$ cat src/rtl/psd_pkg.sv
`default_nettype none
package psd_pkg;
  localparam logic [3:0] PSD_ADDR_PHYA = 4'h0;
  localparam logic [3:0] PSD_ADDR_PHYB = 4'h1;
  localparam logic [3:0] PSD_ADDR_HWCFG = 4'h2;
  localparam logic [3:0] PSD_ADDR_XOVER = 4'h3;
  localparam logic [3:0] PSD_ADDR_STRAPS = 4'h4;
  // PHY A register bits
  localparam int PSD_A_EEE_EN = 0;
  localparam int PSD_A_EEE_CAP = 1;
  localparam int PSD_A_EEE_ADV = 2;
  // PHY B register bits
  localparam int PSD_B_AN_EN = 0;
  localparam int PSD_B_SPEED_LSB = 1;
  localparam int PSD_B_DUPLEX = 2;
  localparam int PSD_B_ADV_10FD = 3;
  localparam int PSD_B_ADV_10HD = 4;
  localparam int PSD_B_MODE_LO = 5;
  localparam int PSD_B_CTRL_SEL = 8;
  // Crossover status bits
  localparam int PSD_X_AUTO = 0;
  localparam int PSD_X_CROSSED = 1;
  localparam logic PSD_RST_AUTO_XOVER = 1'b1;
  localparam logic PSD_RST_MANUAL_XOVER = 1'b0;
  localparam logic PSD_RST_AUTONEG = 1'b1;
  localparam logic PSD_RST_SPEED = 1'b1;
  localparam logic PSD_RST_DUPLEX = 1'b1;
  localparam logic [2:0] PSD_MODE_10HD = 3'h0;
  localparam logic [2:0] PSD_MODE_10FD = 3'h1;
  localparam logic [2:0] PSD_MODE_100HD = 3'h2;
  localparam logic [2:0] PSD_MODE_100FD = 3'h3;
  localparam logic [2:0] PSD_MODE_AN = 3'h7;
  typedef enum logic {PSD_ST_RESET, PSD_ST_RUN} psd_state_e;
endpackage
`default_nettype wire

$ cat src/rtl/psd_if.sv
`default_nettype none
interface psd_if;
  logic fibre;
  logic autoneg;
  logic speed;
  logic duplex;
  logic [8:0] value;
  modport map (input fibre, input autoneg, input speed, input duplex, output value);
  modport user (output fibre, output autoneg, output speed, output duplex, input value);
endinterface
`default_nettype wire

$ cat src/rtl/psd_phyb_map.sv
`default_nettype none
module psd_phyb_map
  import psd_pkg::*;
(
  psd_if.map m
);
  logic an;
  logic sp;
  logic dp;
  logic [2:0] mode;
  always_comb
  begin
    // Fibre pins autoneg off and speed at 100; duplex has no fibre exemption so it still follows its strap
    an = m.fibre ? 1'b0 : m.autoneg;
    sp = m.fibre ? 1'b1 : m.speed;
    dp = m.duplex;
    if (an)
      mode = PSD_MODE_AN;
    else
      mode = {1'b0, sp, dp};
    m.value = '0;
    m.value[PSD_B_AN_EN] = an;
    m.value[PSD_B_SPEED_LSB] = an ? 1'b1 : sp;
    m.value[PSD_B_DUPLEX] = an ? 1'b1 : dp;
    m.value[PSD_B_ADV_10FD] = (an | ~sp) & dp;
    m.value[PSD_B_ADV_10HD] = an | ~sp;
    m.value[PSD_B_MODE_LO +: 3] = mode;
  end
endmodule
`default_nettype wire

$ cat src/rtl/psd_strap_map.sv
`default_nettype none
module psd_strap_map
  import psd_pkg::*;
(
  input wire logic mclk,
  input wire logic rst,
  input wire logic fibre_a,
  input wire logic fibre_b,
  input wire logic energy_saving_strap_pin,
  input wire logic auto_crossover_strap,
  input wire logic manual_crossover_strap,
  input wire logic autoneg_strap,
  input wire logic speed_strap,
  input wire logic duplex_strap,
  input wire logic [3:0] addr,
  input wire logic [15:0] wdata,
  input wire logic wr,
  input wire logic rd,
  output logic [15:0] rdata,
  output logic [2:0] phya_cfg,
  output logic [8:0] phyb_cfg,
  output logic auto_crossover_strap_state,
  output logic crossover_active,
  output logic crossover_crossed
);
  psd_state_e state;
  psd_state_e next_state;
  logic [5:0] straps;
  logic [5:0] next_straps;
  logic straps_loaded;
  logic next_straps_loaded;
  logic [2:0] next_phya_cfg;
  logic [8:0] next_phyb_cfg;
  logic next_auto_crossover_strap_state;
  logic [15:0] next_rdata;
  logic auto_x;
  logic manual_x;
  psd_if bmap ();
  assign bmap.fibre = fibre_b;
  assign bmap.autoneg = straps[3];
  assign bmap.speed = straps[4];
  assign bmap.duplex = straps[5];
  psd_phyb_map u_map (.m(bmap));
  // Crossover decision: software select bit chooses straps, else auto
  always_comb
  begin
    auto_x = fibre_b ? 1'b0 : straps[1];
    manual_x = fibre_b ? 1'b0 : straps[2];
    if (phyb_cfg[PSD_B_CTRL_SEL])
    begin
      crossover_active = auto_x;
      crossover_crossed = auto_x ? 1'b0 : manual_x;
    end
    else
    begin
      crossover_active = ~fibre_b;
      crossover_crossed = 1'b0;
    end
  end
  always_comb
  begin
    next_state = state;
    next_straps = straps;
    next_straps_loaded = straps_loaded;
    next_phya_cfg = phya_cfg;
    next_phyb_cfg = phyb_cfg;
    next_auto_crossover_strap_state = auto_crossover_strap_state;
    next_rdata = '0;
    case (state)
      PSD_ST_RESET:
      begin
        // Straps are caught on the first edge after release, never under async reset
        next_straps = {duplex_strap, speed_strap, autoneg_strap, manual_crossover_strap,
          auto_crossover_strap, energy_saving_strap_pin};
        next_state = PSD_ST_RUN;
      end
      PSD_ST_RUN:
      begin
        next_straps_loaded = 1'b1;
        if (!straps_loaded)
        begin
          // The load edge wins over a write so the defaults always land once per reset
          next_phya_cfg = {3{straps[0] & ~fibre_a}};
          next_phyb_cfg = {phyb_cfg[PSD_B_CTRL_SEL], bmap.value[7:0]};
          next_auto_crossover_strap_state = straps[1];
        end
        else if (wr)
        begin
          case (addr)
            PSD_ADDR_PHYA: next_phya_cfg = wdata[2:0];
            PSD_ADDR_PHYB: next_phyb_cfg = wdata[8:0];
            PSD_ADDR_HWCFG: next_auto_crossover_strap_state = wdata[0];
            default: ;
          endcase
        end
      end
      default:
      begin
        next_state = PSD_ST_RESET;
      end
    endcase
    if (rd)
    begin
      case (addr)
        PSD_ADDR_PHYA: next_rdata = {13'h0, phya_cfg};
        PSD_ADDR_PHYB: next_rdata = {7'h0, phyb_cfg};
        PSD_ADDR_HWCFG: next_rdata = {15'h0, auto_crossover_strap_state};
        PSD_ADDR_XOVER: next_rdata = {14'h0, crossover_crossed, crossover_active};
        PSD_ADDR_STRAPS: next_rdata = {8'h0, fibre_b, fibre_a, straps};
        default: next_rdata = '0;
      endcase
    end
  end
  always_ff @(posedge mclk or posedge rst)
  begin
    if (rst)
    begin
      state <= PSD_ST_RESET;
      straps <= {PSD_RST_DUPLEX, PSD_RST_SPEED, PSD_RST_AUTONEG, PSD_RST_MANUAL_XOVER,
        PSD_RST_AUTO_XOVER, 1'b0};
      straps_loaded <= 1'b0;
      phya_cfg <= '0;
      phyb_cfg <= '0;
      auto_crossover_strap_state <= PSD_RST_AUTO_XOVER;
      rdata <= '0;
    end
    else
    begin
      state <= next_state;
      straps <= next_straps;
      straps_loaded <= next_straps_loaded;
      phya_cfg <= next_phya_cfg;
      phyb_cfg <= next_phyb_cfg;
      auto_crossover_strap_state <= next_auto_crossover_strap_state;
      rdata <= next_rdata;
    end
  end
  // Checks
  property p_eee_load;
    @(posedge mclk) disable iff (rst)
    (state == PSD_ST_RUN && !straps_loaded) |=> (phya_cfg == {3{$past(straps[0]) & ~$past(fibre_a)}});
  endproperty
  a_eee_load: assert property (p_eee_load) else $error("energy defaults wrong");
  property p_fibre_an;
    @(posedge mclk) disable iff (rst)
    (state == PSD_ST_RUN && !straps_loaded && fibre_b) |=> !phyb_cfg[PSD_B_AN_EN];
  endproperty
  a_fibre_an: assert property (p_fibre_an) else $error("fibre autoneg set");
  property p_amdix;
    @(posedge mclk) disable iff (rst)
    (state == PSD_ST_RUN && !straps_loaded) |=> auto_crossover_strap_state == $past(straps[1]);
  endproperty
  a_amdix: assert property (p_amdix) else $error("strap state wrong");
  property p_xsel;
    @(posedge mclk) disable iff (rst)
    (phyb_cfg[PSD_B_CTRL_SEL] && !fibre_b) |-> crossover_active == straps[1];
  endproperty
  a_xsel: assert property (p_xsel) else $error("crossover select wrong");
  property p_manual;
    @(posedge mclk) disable iff (rst)
    (phyb_cfg[PSD_B_CTRL_SEL] && !fibre_b && !straps[1]) |-> crossover_crossed == straps[2];
  endproperty
  a_manual: assert property (p_manual) else $error("manual crossover wrong");
  property p_an;
    @(posedge mclk) disable iff (rst)
    (state == PSD_ST_RUN && !straps_loaded && !fibre_b) |=> phyb_cfg[PSD_B_AN_EN] == $past(straps[3]);
  endproperty
  a_an: assert property (p_an) else $error("autoneg default wrong");
  property p_an_mode;
    @(posedge mclk) disable iff (rst)
    (state == PSD_ST_RUN && !straps_loaded && !fibre_b && straps[3])
      |=> phyb_cfg[PSD_B_MODE_LO +: 3] == PSD_MODE_AN;
  endproperty
  a_an_mode: assert property (p_an_mode) else $error("mode not autoneg");
  property p_speed;
    @(posedge mclk) disable iff (rst)
    (state == PSD_ST_RUN && !straps_loaded && !fibre_b && !straps[3])
      |=> phyb_cfg[PSD_B_SPEED_LSB] == $past(straps[4]) && phyb_cfg[PSD_B_ADV_10HD] == !$past(straps[4]);
  endproperty
  a_speed: assert property (p_speed) else $error("speed default wrong");
  property p_duplex;
    @(posedge mclk) disable iff (rst)
    (state == PSD_ST_RUN && !straps_loaded && !fibre_b && !straps[3])
      |=> phyb_cfg[PSD_B_DUPLEX] == $past(straps[5]);
  endproperty
  a_duplex: assert property (p_duplex) else $error("duplex default wrong");
  property p_hold;
    @(posedge mclk) disable iff (rst)
    (straps_loaded && !wr) |=> $stable(phya_cfg) && $stable(phyb_cfg);
  endproperty
  a_hold: assert property (p_hold) else $error("defaults moved");
  property p_eee_fibre;
    @(posedge mclk) disable iff (rst)
    (state == PSD_ST_RUN && !straps_loaded && fibre_a) |=> phya_cfg == 3'h0;
  endproperty
  a_eee_fibre: assert property (p_eee_fibre) else $error("fibre energy bits set");
  property p_fibre_b;
    @(posedge mclk) disable iff (rst)
    (state == PSD_ST_RUN && !straps_loaded && fibre_b)
      |=> phyb_cfg[PSD_B_SPEED_LSB] && phyb_cfg[PSD_B_DUPLEX] == $past(straps[5]);
  endproperty
  a_fibre_b: assert property (p_fibre_b) else $error("fibre speed or duplex wrong");
  property p_an_force;
    @(posedge mclk) disable iff (rst)
    (state == PSD_ST_RUN && !straps_loaded && !fibre_b && straps[3])
      |=> phyb_cfg[PSD_B_SPEED_LSB] && phyb_cfg[PSD_B_DUPLEX] && phyb_cfg[PSD_B_ADV_10HD];
  endproperty
  a_an_force: assert property (p_an_force) else $error("autoneg side bits wrong");
  property p_adv_fd;
    @(posedge mclk) disable iff (rst)
    (state == PSD_ST_RUN && !straps_loaded && !fibre_b && !straps[3])
      |=> phyb_cfg[PSD_B_ADV_10FD] == (!$past(straps[4]) && $past(straps[5]));
  endproperty
  a_adv_fd: assert property (p_adv_fd) else $error("full duplex advert wrong");
  property p_mode_fixed;
    @(posedge mclk) disable iff (rst)
    (state == PSD_ST_RUN && !straps_loaded && !fibre_b && !straps[3])
      |=> phyb_cfg[PSD_B_MODE_LO +: 3] == {1'b0, $past(straps[4]), $past(straps[5])};
  endproperty
  a_mode_fixed: assert property (p_mode_fixed) else $error("fixed mode wrong");
  property p_auto_sel;
    @(posedge mclk) disable iff (rst)
    !phyb_cfg[PSD_B_CTRL_SEL] |-> crossover_active == !fibre_b && !crossover_crossed;
  endproperty
  a_auto_sel: assert property (p_auto_sel) else $error("auto crossover wrong");
  property p_xfibre;
    @(posedge mclk) disable iff (rst)
    fibre_b |-> !crossover_active && !crossover_crossed;
  endproperty
  a_xfibre: assert property (p_xfibre) else $error("fibre crossover active");
  property p_straps_once;
    @(posedge mclk) disable iff (rst)
    straps_loaded |=> $stable(straps);
  endproperty
  a_straps_once: assert property (p_straps_once) else $error("straps recaptured");
  property p_wr_land;
    @(posedge mclk) disable iff (rst)
    (straps_loaded && wr && addr == PSD_ADDR_PHYB) |=> phyb_cfg == $past(wdata[8:0]);
  endproperty
  a_wr_land: assert property (p_wr_land) else $error("software write lost");
  c_load: cover property (@(posedge mclk) disable iff (rst) state == PSD_ST_RUN && !straps_loaded);
  c_fibre: cover property (@(posedge mclk) disable iff (rst) straps_loaded && fibre_b);
  c_crossed: cover property (@(posedge mclk) disable iff (rst) crossover_crossed);
  c_select: cover property (@(posedge mclk) disable iff (rst) phyb_cfg[PSD_B_CTRL_SEL] && crossover_active);
  c_fixed: cover property (@(posedge mclk) disable iff (rst) state == PSD_ST_RUN && !straps_loaded && !straps[3]);
endmodule
`default_nettype wire

$ cat config.mk
export PLATFORM = sky130hd
export DESIGN_NAME = psd_strap_map
export DESIGN_NICKNAME = d
export VERILOG_FILES = /design/src/rtl/psd_pkg.sv /design/src/rtl/psd_if.sv /design/src/rtl/psd_phyb_map.sv /design/src/rtl/psd_strap_map.sv
export SDC_FILE = /design/constraint.sdc
export NUM_CORES = 1
export LEC_CHECK = 0
export ABC_AREA = 1
export BUFFER_PORTS_ARGS = -buffer_cell sky130_fd_sc_hd__buf_2
export CORE_ASPECT_RATIO = 0.9
export CORE_MARGIN = 1.5
export CORE_UTILIZATION = 51
export DETAILED_ROUTE_END_ITERATION = 16
export HOLD_SLACK_MARGIN = 0.15
export PLACE_DENSITY = 0.89
export SYNTH_ARGS = -nofsm -noshare
export SYNTH_HDL_FRONTEND = slang
export SYNTH_SLANG_ARGS = --single-unit
$ cat constraint.sdc
create_clock -name mclk -period 3.2 [get_ports mclk]
set_input_delay 0.48 -clock mclk [delete_from_list [all_inputs] [get_ports mclk]]
set_output_delay 0.48 -clock mclk [all_outputs]
set_load 0.01 [all_outputs]
==> results.md, run 1 <==
- Leading area contributor after synthesis: dfrtp_1
- Total Routing Usage GR: 0.223
- # IOs: 63
- Worst min path class: input pin to flip-flop
- Final net count: 282
- Pre-CTS setup slack: approximately 1400 ps
- Most frequent cells after synthesis: 67 x nand2_1, 26 x nand3_1, 25 x dfrtp_1
- CTS clk-pin slew, worst paths: 90 ps
- Chip height: ~55 um
- Htree depth: 2
- Seq cells post-synth: 30
- Max_cap viols: 0
- Predominant post-synthesis flop cell: dfrtp_1
- Syn Std Cell Area: about 1500 um2
- Status: completed
- Pint: 0.000576 W
- Crit path capture type: output pin
- Largest net degree at the start of global routing: 31
- Layout Skew: approximately 12 ps
- Area Growth Syn to Fin: 17.8%
- Number of synthesized flops with an enable pin: 0
- Leak: approximately 1 nW
- Crit-path max cell delay: roughly 540 ps
- Root buffer cell: clkbuf_4
- Global-route wire length before repair: between 5 and 6 mm
- Post-CTS setup buffers: 0
- Pins Over Slew Limit: 0
- Worst path required time: around 2700 ps
- Wire per inst: ~12 um
- Layout cell share with drive strength beyond 1: 0.284
- Final WS setup: around 1400 ps
- CTS tree: done
- Buffers on Ports: 48
- Clock sinks: 30
- Crit-path slowest cell: dfstp_2
- Pre-Repair DR Iteration Count: 4
- Routability cong.: ~0.9
- Worst slew pin tran: 1080 ps
- Syn Area/Cell: between 7 and 8 um2
- Area after DPL: between 1500 and 2000 um2
- Period Utilization, post-route: 0.555
- Pwr per Cell Area: between 400 and 500 nW/um2
- Worst-skew pair later-pin latency: 330 ps
- Iteration-0 DRC count of the detailed router: 61
- Design Area, Final: 1810 um2
- Fillcell total: 258
- Core Rows: 18
- Synth top area share: 0.406
- Setup TNS: 0 ps
- CTS Buf Count: 5
- Die W: slightly above 60 um
- Maximum clock rate: 563 MHz
- Total Wirelength: ~3.4 mm
- Peak VDD IR: approximately 0.00028 V
- Worst Setup Start Kind: flip-flop
- Initial Utilization: 0.547
- Total power: roughly 0.00084 W
- Vias in the first global route: 1,235
- # setup viols final: 0
- Switching Fraction: 0.317
- Comb power frac: 0.198
- Placed cells: 283
- Switching pwr: ~0.00027 W
- Initial antenna violation count: 0
- Post-CTS Resized: 0
- Synthesized instance count: 202
- Core box area: between 2000 and 3000 um2
- Relative slew slack: 0.277
- Sum of buffers and inverters on the critical path: 2
- Final Hold Fails: 0
- Via count: 1,435
- Sequential fraction of the synthesis area: 0.491
- Longest Clk Path Bufs: 2
- Synth unique cells: 22
- WP data arrival: between 1000 and 1500 ps
- Final min period: approximately 1800 ps
- Die area: ~3400 um2
- Hold_buf cts: 0
- Post-route DRC: 0
- Async S/R FF share, synth: 1.00
- GR Overflow Total: 0
- RSZ-0062 raised after global routing: false
- Crit path max fanout: 4
- Top post-synthesis cells by area: dfrtp_1 41%, nand2_1 16%, dfstp_2 8.5%
- CP Cell Sequence: inv_1 > a21oi_1 > buf_2
- Routed Antenna Nets: 0
- Delay-heaviest family, CP: flip-flops
- Power share of the clock group: 0.247
- FF-to-FF setup slack: between 1500 and 2000 ps
- CP Class: flip-flop to output pin
- # diodes: 0
- Syn. warnings: 0
- Fraction of power consumed by sequential logic: 0.555
- Final std cells w/o fill: 290
- Hpwl dp: 2.56 mm
- Post-DR vias/cell: 4.95
- Count leader, synth: nand2_1
==> worst min-delay path, cell delays in order <==
cell,delay (ps)
buf_2,90
nand2_1,50
nand2_1,40
==> path summary, 6_finish.rpt <==
path                                                        start                                endpoint  cells past startpoint
setup / recovery                            straps[1]$_DFFE_PP1N_                        crossover_active                      3
hold / removal                                       duplex_strap                   straps[5]$_DFFE_PP1N_                      3
setup reg to reg                                  state$_DFF_PP0_                 phyb_cfg[0]$_DFFE_PP0P_                      4
hold reg to reg            auto_crossover_strap_state$_DFFE_PP1P_  auto_crossover_strap_state$_DFFE_PP1P_                      2
max in group asynchronous                                     rst                 phya_cfg[0]$_DFFE_PP0P_                      2
min in group asynchronous                                     rst                      rdata[2]$_DFF_PP0_                      2
==> power by group through the flow <==
stage,clock network (W),logic (W),registers [W]
after floorplan,0,0.0000863,0.000483
after global placement,0,0.000164,0.000472
after detailed placement,0,0.000167,0.000474
after CTS,0.000211,0.000168,0.000467
after global routing,0.000229,0.000190,0.000473
final,0.000208,0.000167,0.000468
==> metrics by stage <==
step / util / hold WS (ps)
floorplan: - / 460
global placement: 0.628 / 481
detailed placement: 0.628 / 491
CTS: 0.644 / 331
global route: 0.644 / 333
finish: 0.644 / 342
==> flip-flops by register name, indices dropped and copies added (netlist names) <==
register and flops:
auto_crossover_strap_state 1, phya_cfg 3, phyb_cfg 9, rdata 9, state 1, straps 6
straps_loaded 1
==> area by class of cell <==
type / count / area [um2] / share of cell area
flip-flops and latches: 30 / 757 / 0.417
multi-input cells: 146 / 648 / 0.357
repair buffers: 48 / 240 / 0.132
inverters: 19 / 71.3 / 0.0393
well taps: 40 / 50.0 / 0.0276
clock buffers: 5 / 37.5 / 0.0207
clock inverters: 2 / 10.0 / 0.00552
==> per-layer routing <==
metal | global-route usage | wire, um | vias to the layer above
met1 | 0.283 | 1510 | 632
met5 | 0 | 0 | -
met3 | 0.0512 | 291 | 5
li1 | - | - | 722
met2 | 0.364 | 1540 | 76
met4 | 0.105 | 38 | 0
==> logic make-up (layout without fill, tap and decap cells) <==
family / Yosys count / after routing / share of synthesized area
other: 2 / 8 / 0.00488
and+or+nand+nor: 115 / 115 / 0.323
buffers and inverters: 32 / 74 / 0.102
AOI/OAI and AO/OA: 23 / 23 / 0.0788
DFF: 30 / 30 / 0.491
==> placed cells by master, fill, tap and decap left out, drive strengths merged <==
master	instances
buf	48
nor2	16
nand2	68
clkinv	2
nand3	26
dfrtp	25
conb	8
nand3b	1
a21oi	7
dfstp	5
inv	19
o21a	1
clkbuf	5
nand4	3
o21ai	15
nor3	1
(Power assumes the default switching activity.)
==> inputs of run 2 (changes only) <==
--- a/config.mk
+++ b/config.mk
@@ -9,10 +9,10 @@
 export BUFFER_PORTS_ARGS = -buffer_cell sky130_fd_sc_hd__buf_2
 export CORE_ASPECT_RATIO = 0.9
 export CORE_MARGIN = 1.5
-export CORE_UTILIZATION = 51
+export CORE_UTILIZATION = 43
 export DETAILED_ROUTE_END_ITERATION = 16
 export HOLD_SLACK_MARGIN = 0.15
-export PLACE_DENSITY = 0.89
+export PLACE_DENSITY = 0.8
 export SYNTH_ARGS = -nofsm -noshare
 export SYNTH_HDL_FRONTEND = slang
 export SYNTH_SLANG_ARGS = --single-unit
==> constraint.sdc (replaced) <==
create_clock -name mclk -period 1.6 [get_ports mclk]
set_input_delay 0.24 -clock mclk [delete_from_list [all_inputs] [get_ports mclk]]
set_output_delay 0.24 -clock mclk [all_outputs]
set_load 0.01 [all_outputs]
==> run 2 against run 1 <==
  * Routed wire length up 11%
  * Setup slack got worse by 1300 ps
  * Flip-flop and latch count is the same
  * First-iteration DRC count is 72% higher
  * Clock skew shrank 5.6 ps
  * Utilization is 6.5 points lower
==> results.md, run 2 (synthesis results as in run 1) <==
- Wire per inst: 12.3 um (was 11.7 um)
- Post-DR vias/cell: 4.82 (was 4.95)
- Initial Utilization: 0.453 (was 0.547)
- Status: completed (unchanged)
- Peak VDD IR: 0.000444 V (was 0.000282 V)
- Comb power frac: 0.176 (was 0.198)
- Worst Setup Start Kind: flip-flop (unchanged)
- Switching Fraction: 0.283 (was 0.317)
- Iteration-0 DRC count of the detailed router: 105 (was 61)
- Commonest cells after routing, fill and taps aside: 67 x nand2_1, 48 x buf_2, 26 x nand3_1 (unchanged)
- CP Class: flip-flop to output pin (unchanged)
- Root buffer cell: clkbuf_8 (was clkbuf_4)
- Longest Clk Path Bufs: 2 (unchanged)
- Commonest non-fill, non-tap cell in the layout: nand2_1 (unchanged)
- Leak: 1.10 nW (was 1.03 nW)
- Clock sinks: 30 (unchanged)
- Pre-Repair DR Iteration Count: 4 (unchanged)
- # IOs: 63 (unchanged)
- Core box area: 3400 um2 (was 2820 um2)
- Crit path capture type: output pin (unchanged)
- Layout cell share with drive strength beyond 1: 0.303 (was 0.284)
- Pwr per Cell Area: 1020 nW/um2 (was 464 nW/um2)
- WP data arrival: 1250 ps (was 1300 ps)
- Sum of buffers and inverters on the critical path: 2 (unchanged)
- Total Wirelength: 3.74 mm (was 3.38 mm)
- Final std cells w/o fill: 305 (was 290)
- Post-CTS setup buffers: 0 (unchanged)
- RSZ-0062 raised after global routing: false (unchanged)
- # diodes: 0 (unchanged)
- Top Registers: phyb_cfg: 9 flops, rdata: 9 flops, straps: 6 flops (unchanged)
- Final Hold Fails: 0 (unchanged)
- Vias in the first global route: 1,369 (was 1,235)
- GR Overflow Total: 0 (unchanged)
- Post-route DRC: 0 (unchanged)
- Final min period: 1490 ps
- Hpwl dp: 2.83 mm (was 2.56 mm)
- Pint: 0.00144 W (was 0.000576 W)
- CTS clk-pin slew, worst paths: 60 ps (was 90 ps)
- Worst path required time: 1360 ps (was 2720 ps)
- Fraction of power consumed by sequential logic: 0.466 (was 0.555)
- Largest net degree at the start of global routing: 31 (unchanged)
- CP Cell Sequence: inv_1 > a21oi_2 > buf_2 (was inv_1 > a21oi_1 > buf_2)
- Layout Skew: 6.05 ps (was 11.7 ps)
- Worst-skew pair later-pin latency: 290 ps (was 330 ps)
- Die W: 66.1 um (was 60.9 um)
- Initial antenna violation count: 0 (unchanged)
- CTS Buf Count: 5 (unchanged)
- Setup TNS: 0 ps (unchanged)
- Chip height: 59.8 um (was 55.1 um)
- Delay-heaviest family, CP: flip-flops (unchanged)
- Buffers on Ports: 48 (unchanged)
- Crit-path slowest cell: dfstp_2 (unchanged)
- Pins Over Slew Limit: 0 (unchanged)
- Period Utilization, post-route: 0.933
- Switching pwr: 0.000570 W (was 0.000267 W)
- Global-route wire length before repair: 6.18 mm (was 5.30 mm)
- CTS tree: done (unchanged)
- Die area: 3950 um2 (was 3360 um2)
- Power share of the clock group: 0.358 (was 0.247)
- Placed cells: 293 (was 283)
- Crit path max fanout: 4 (unchanged)
- Htree depth: 2 (unchanged)
- Routability cong.: 0.853 (was 0.885)
- Maximum clock rate: between 600 and 700 MHz
- Final net count: 292 (was 282)
- Core Rows: 20 (was 18)
- # setup viols final: 0 (unchanged)
- Via count: 1,471 (was 1,435)
- Crit-path max cell delay: 530 ps (was 540 ps)
- Routed Antenna Nets: 0 (unchanged)
- Total Routing Usage GR: 0.214 (was 0.223)
- Area Growth Syn to Fin: 27.9% (was 17.8%)
- Worst min path class: input pin to flip-flop (unchanged)
- Max_cap viols: 0 (unchanged)
[run 2: area by class of cell]
cell class                      count  area (um2)
Sequential cell                    30         757
Multi-Input combinational cell    146         652
Clock buffer                        8         110
Tap cell                           44        55.1
Timing Repair Buffer               58         325
Inverter                           19        71.3
Fill cell                         356        1430
[run 2: timing repair]
item	in CTS	in global routing
hold endpoints to repair	28	0
endpoints found under the setup margin	0	1
gates resized for setup	0	1
hold buffers	4	0
[run 2: final timing paths]
path	slack, ps	startpoint	to	depth (start not counted)
min in group asynchronous	570	rst	phyb_cfg[1]$_DFFE_PP0P_	4
max in group asynchronous	710	rst	straps[1]$_DFFE_PP1N_	4
min	160	manual_crossover_strap	straps[2]$_DFFE_PP0N_	3
max	110	straps[1]$_DFFE_PP1N_	crossover_active	3
max reg2reg	270	straps_loaded$_DFFE_PP0P_	phyb_cfg[2]$_DFFE_PP0P_	5
min reg2reg	500	auto_crossover_strap_state$_DFFE_PP1P_	auto_crossover_strap_state$_DFFE_PP1P_	2
[run 2: power by group through the flow]
stage | logic [W] | clock network, W | registers [W]
3_3_place_gp | 0.000341 | 0 | 0.000947
3_5_place_dp | 0.000348 | 0 | 0.000951
4_1_cts | 0.000357 | 0.000726 | 0.000937
2_1_floorplan | 0.000173 | 0 | 0.000967
6_report | 0.000355 | 0.000721 | 0.000939
5_1_grt | 0.000404 | 0.000761 | 0.000952
[run 2: stage by stage]
step,hold WS [ps],area (um2),power (W),util,setup WS [ps]
floorplan,327,1560,0.00114,-,476
global placement,328,1820,0.00129,0.534,263
finish,156,1970,0.00201,0.579,106
detailed placement,340,1820,0.00130,0.534,222
global route,172,1970,0.00212,0.579,66.5
CTS,157,1970,0.00202,0.578,40.2
[run 2: worst reg2reg max path, stage by stage, from the launching register on]
cell and delay [ps]:
dfrtp_1 510, inv_2 120, nand2_2 190, nand2_1 200, nand2_1 140, nand2_1 50
[run 2: layer usage]
metal	track usage	share of wire	vias up	wire (um)
met5	0	0	-	0
met4	0.102	0.018	0	69
met3	0.0490	0.064	9	238
met2	0.343	0.47	58	1770
met1	0.275	0.45	661	1670
li1	-	-	743	-
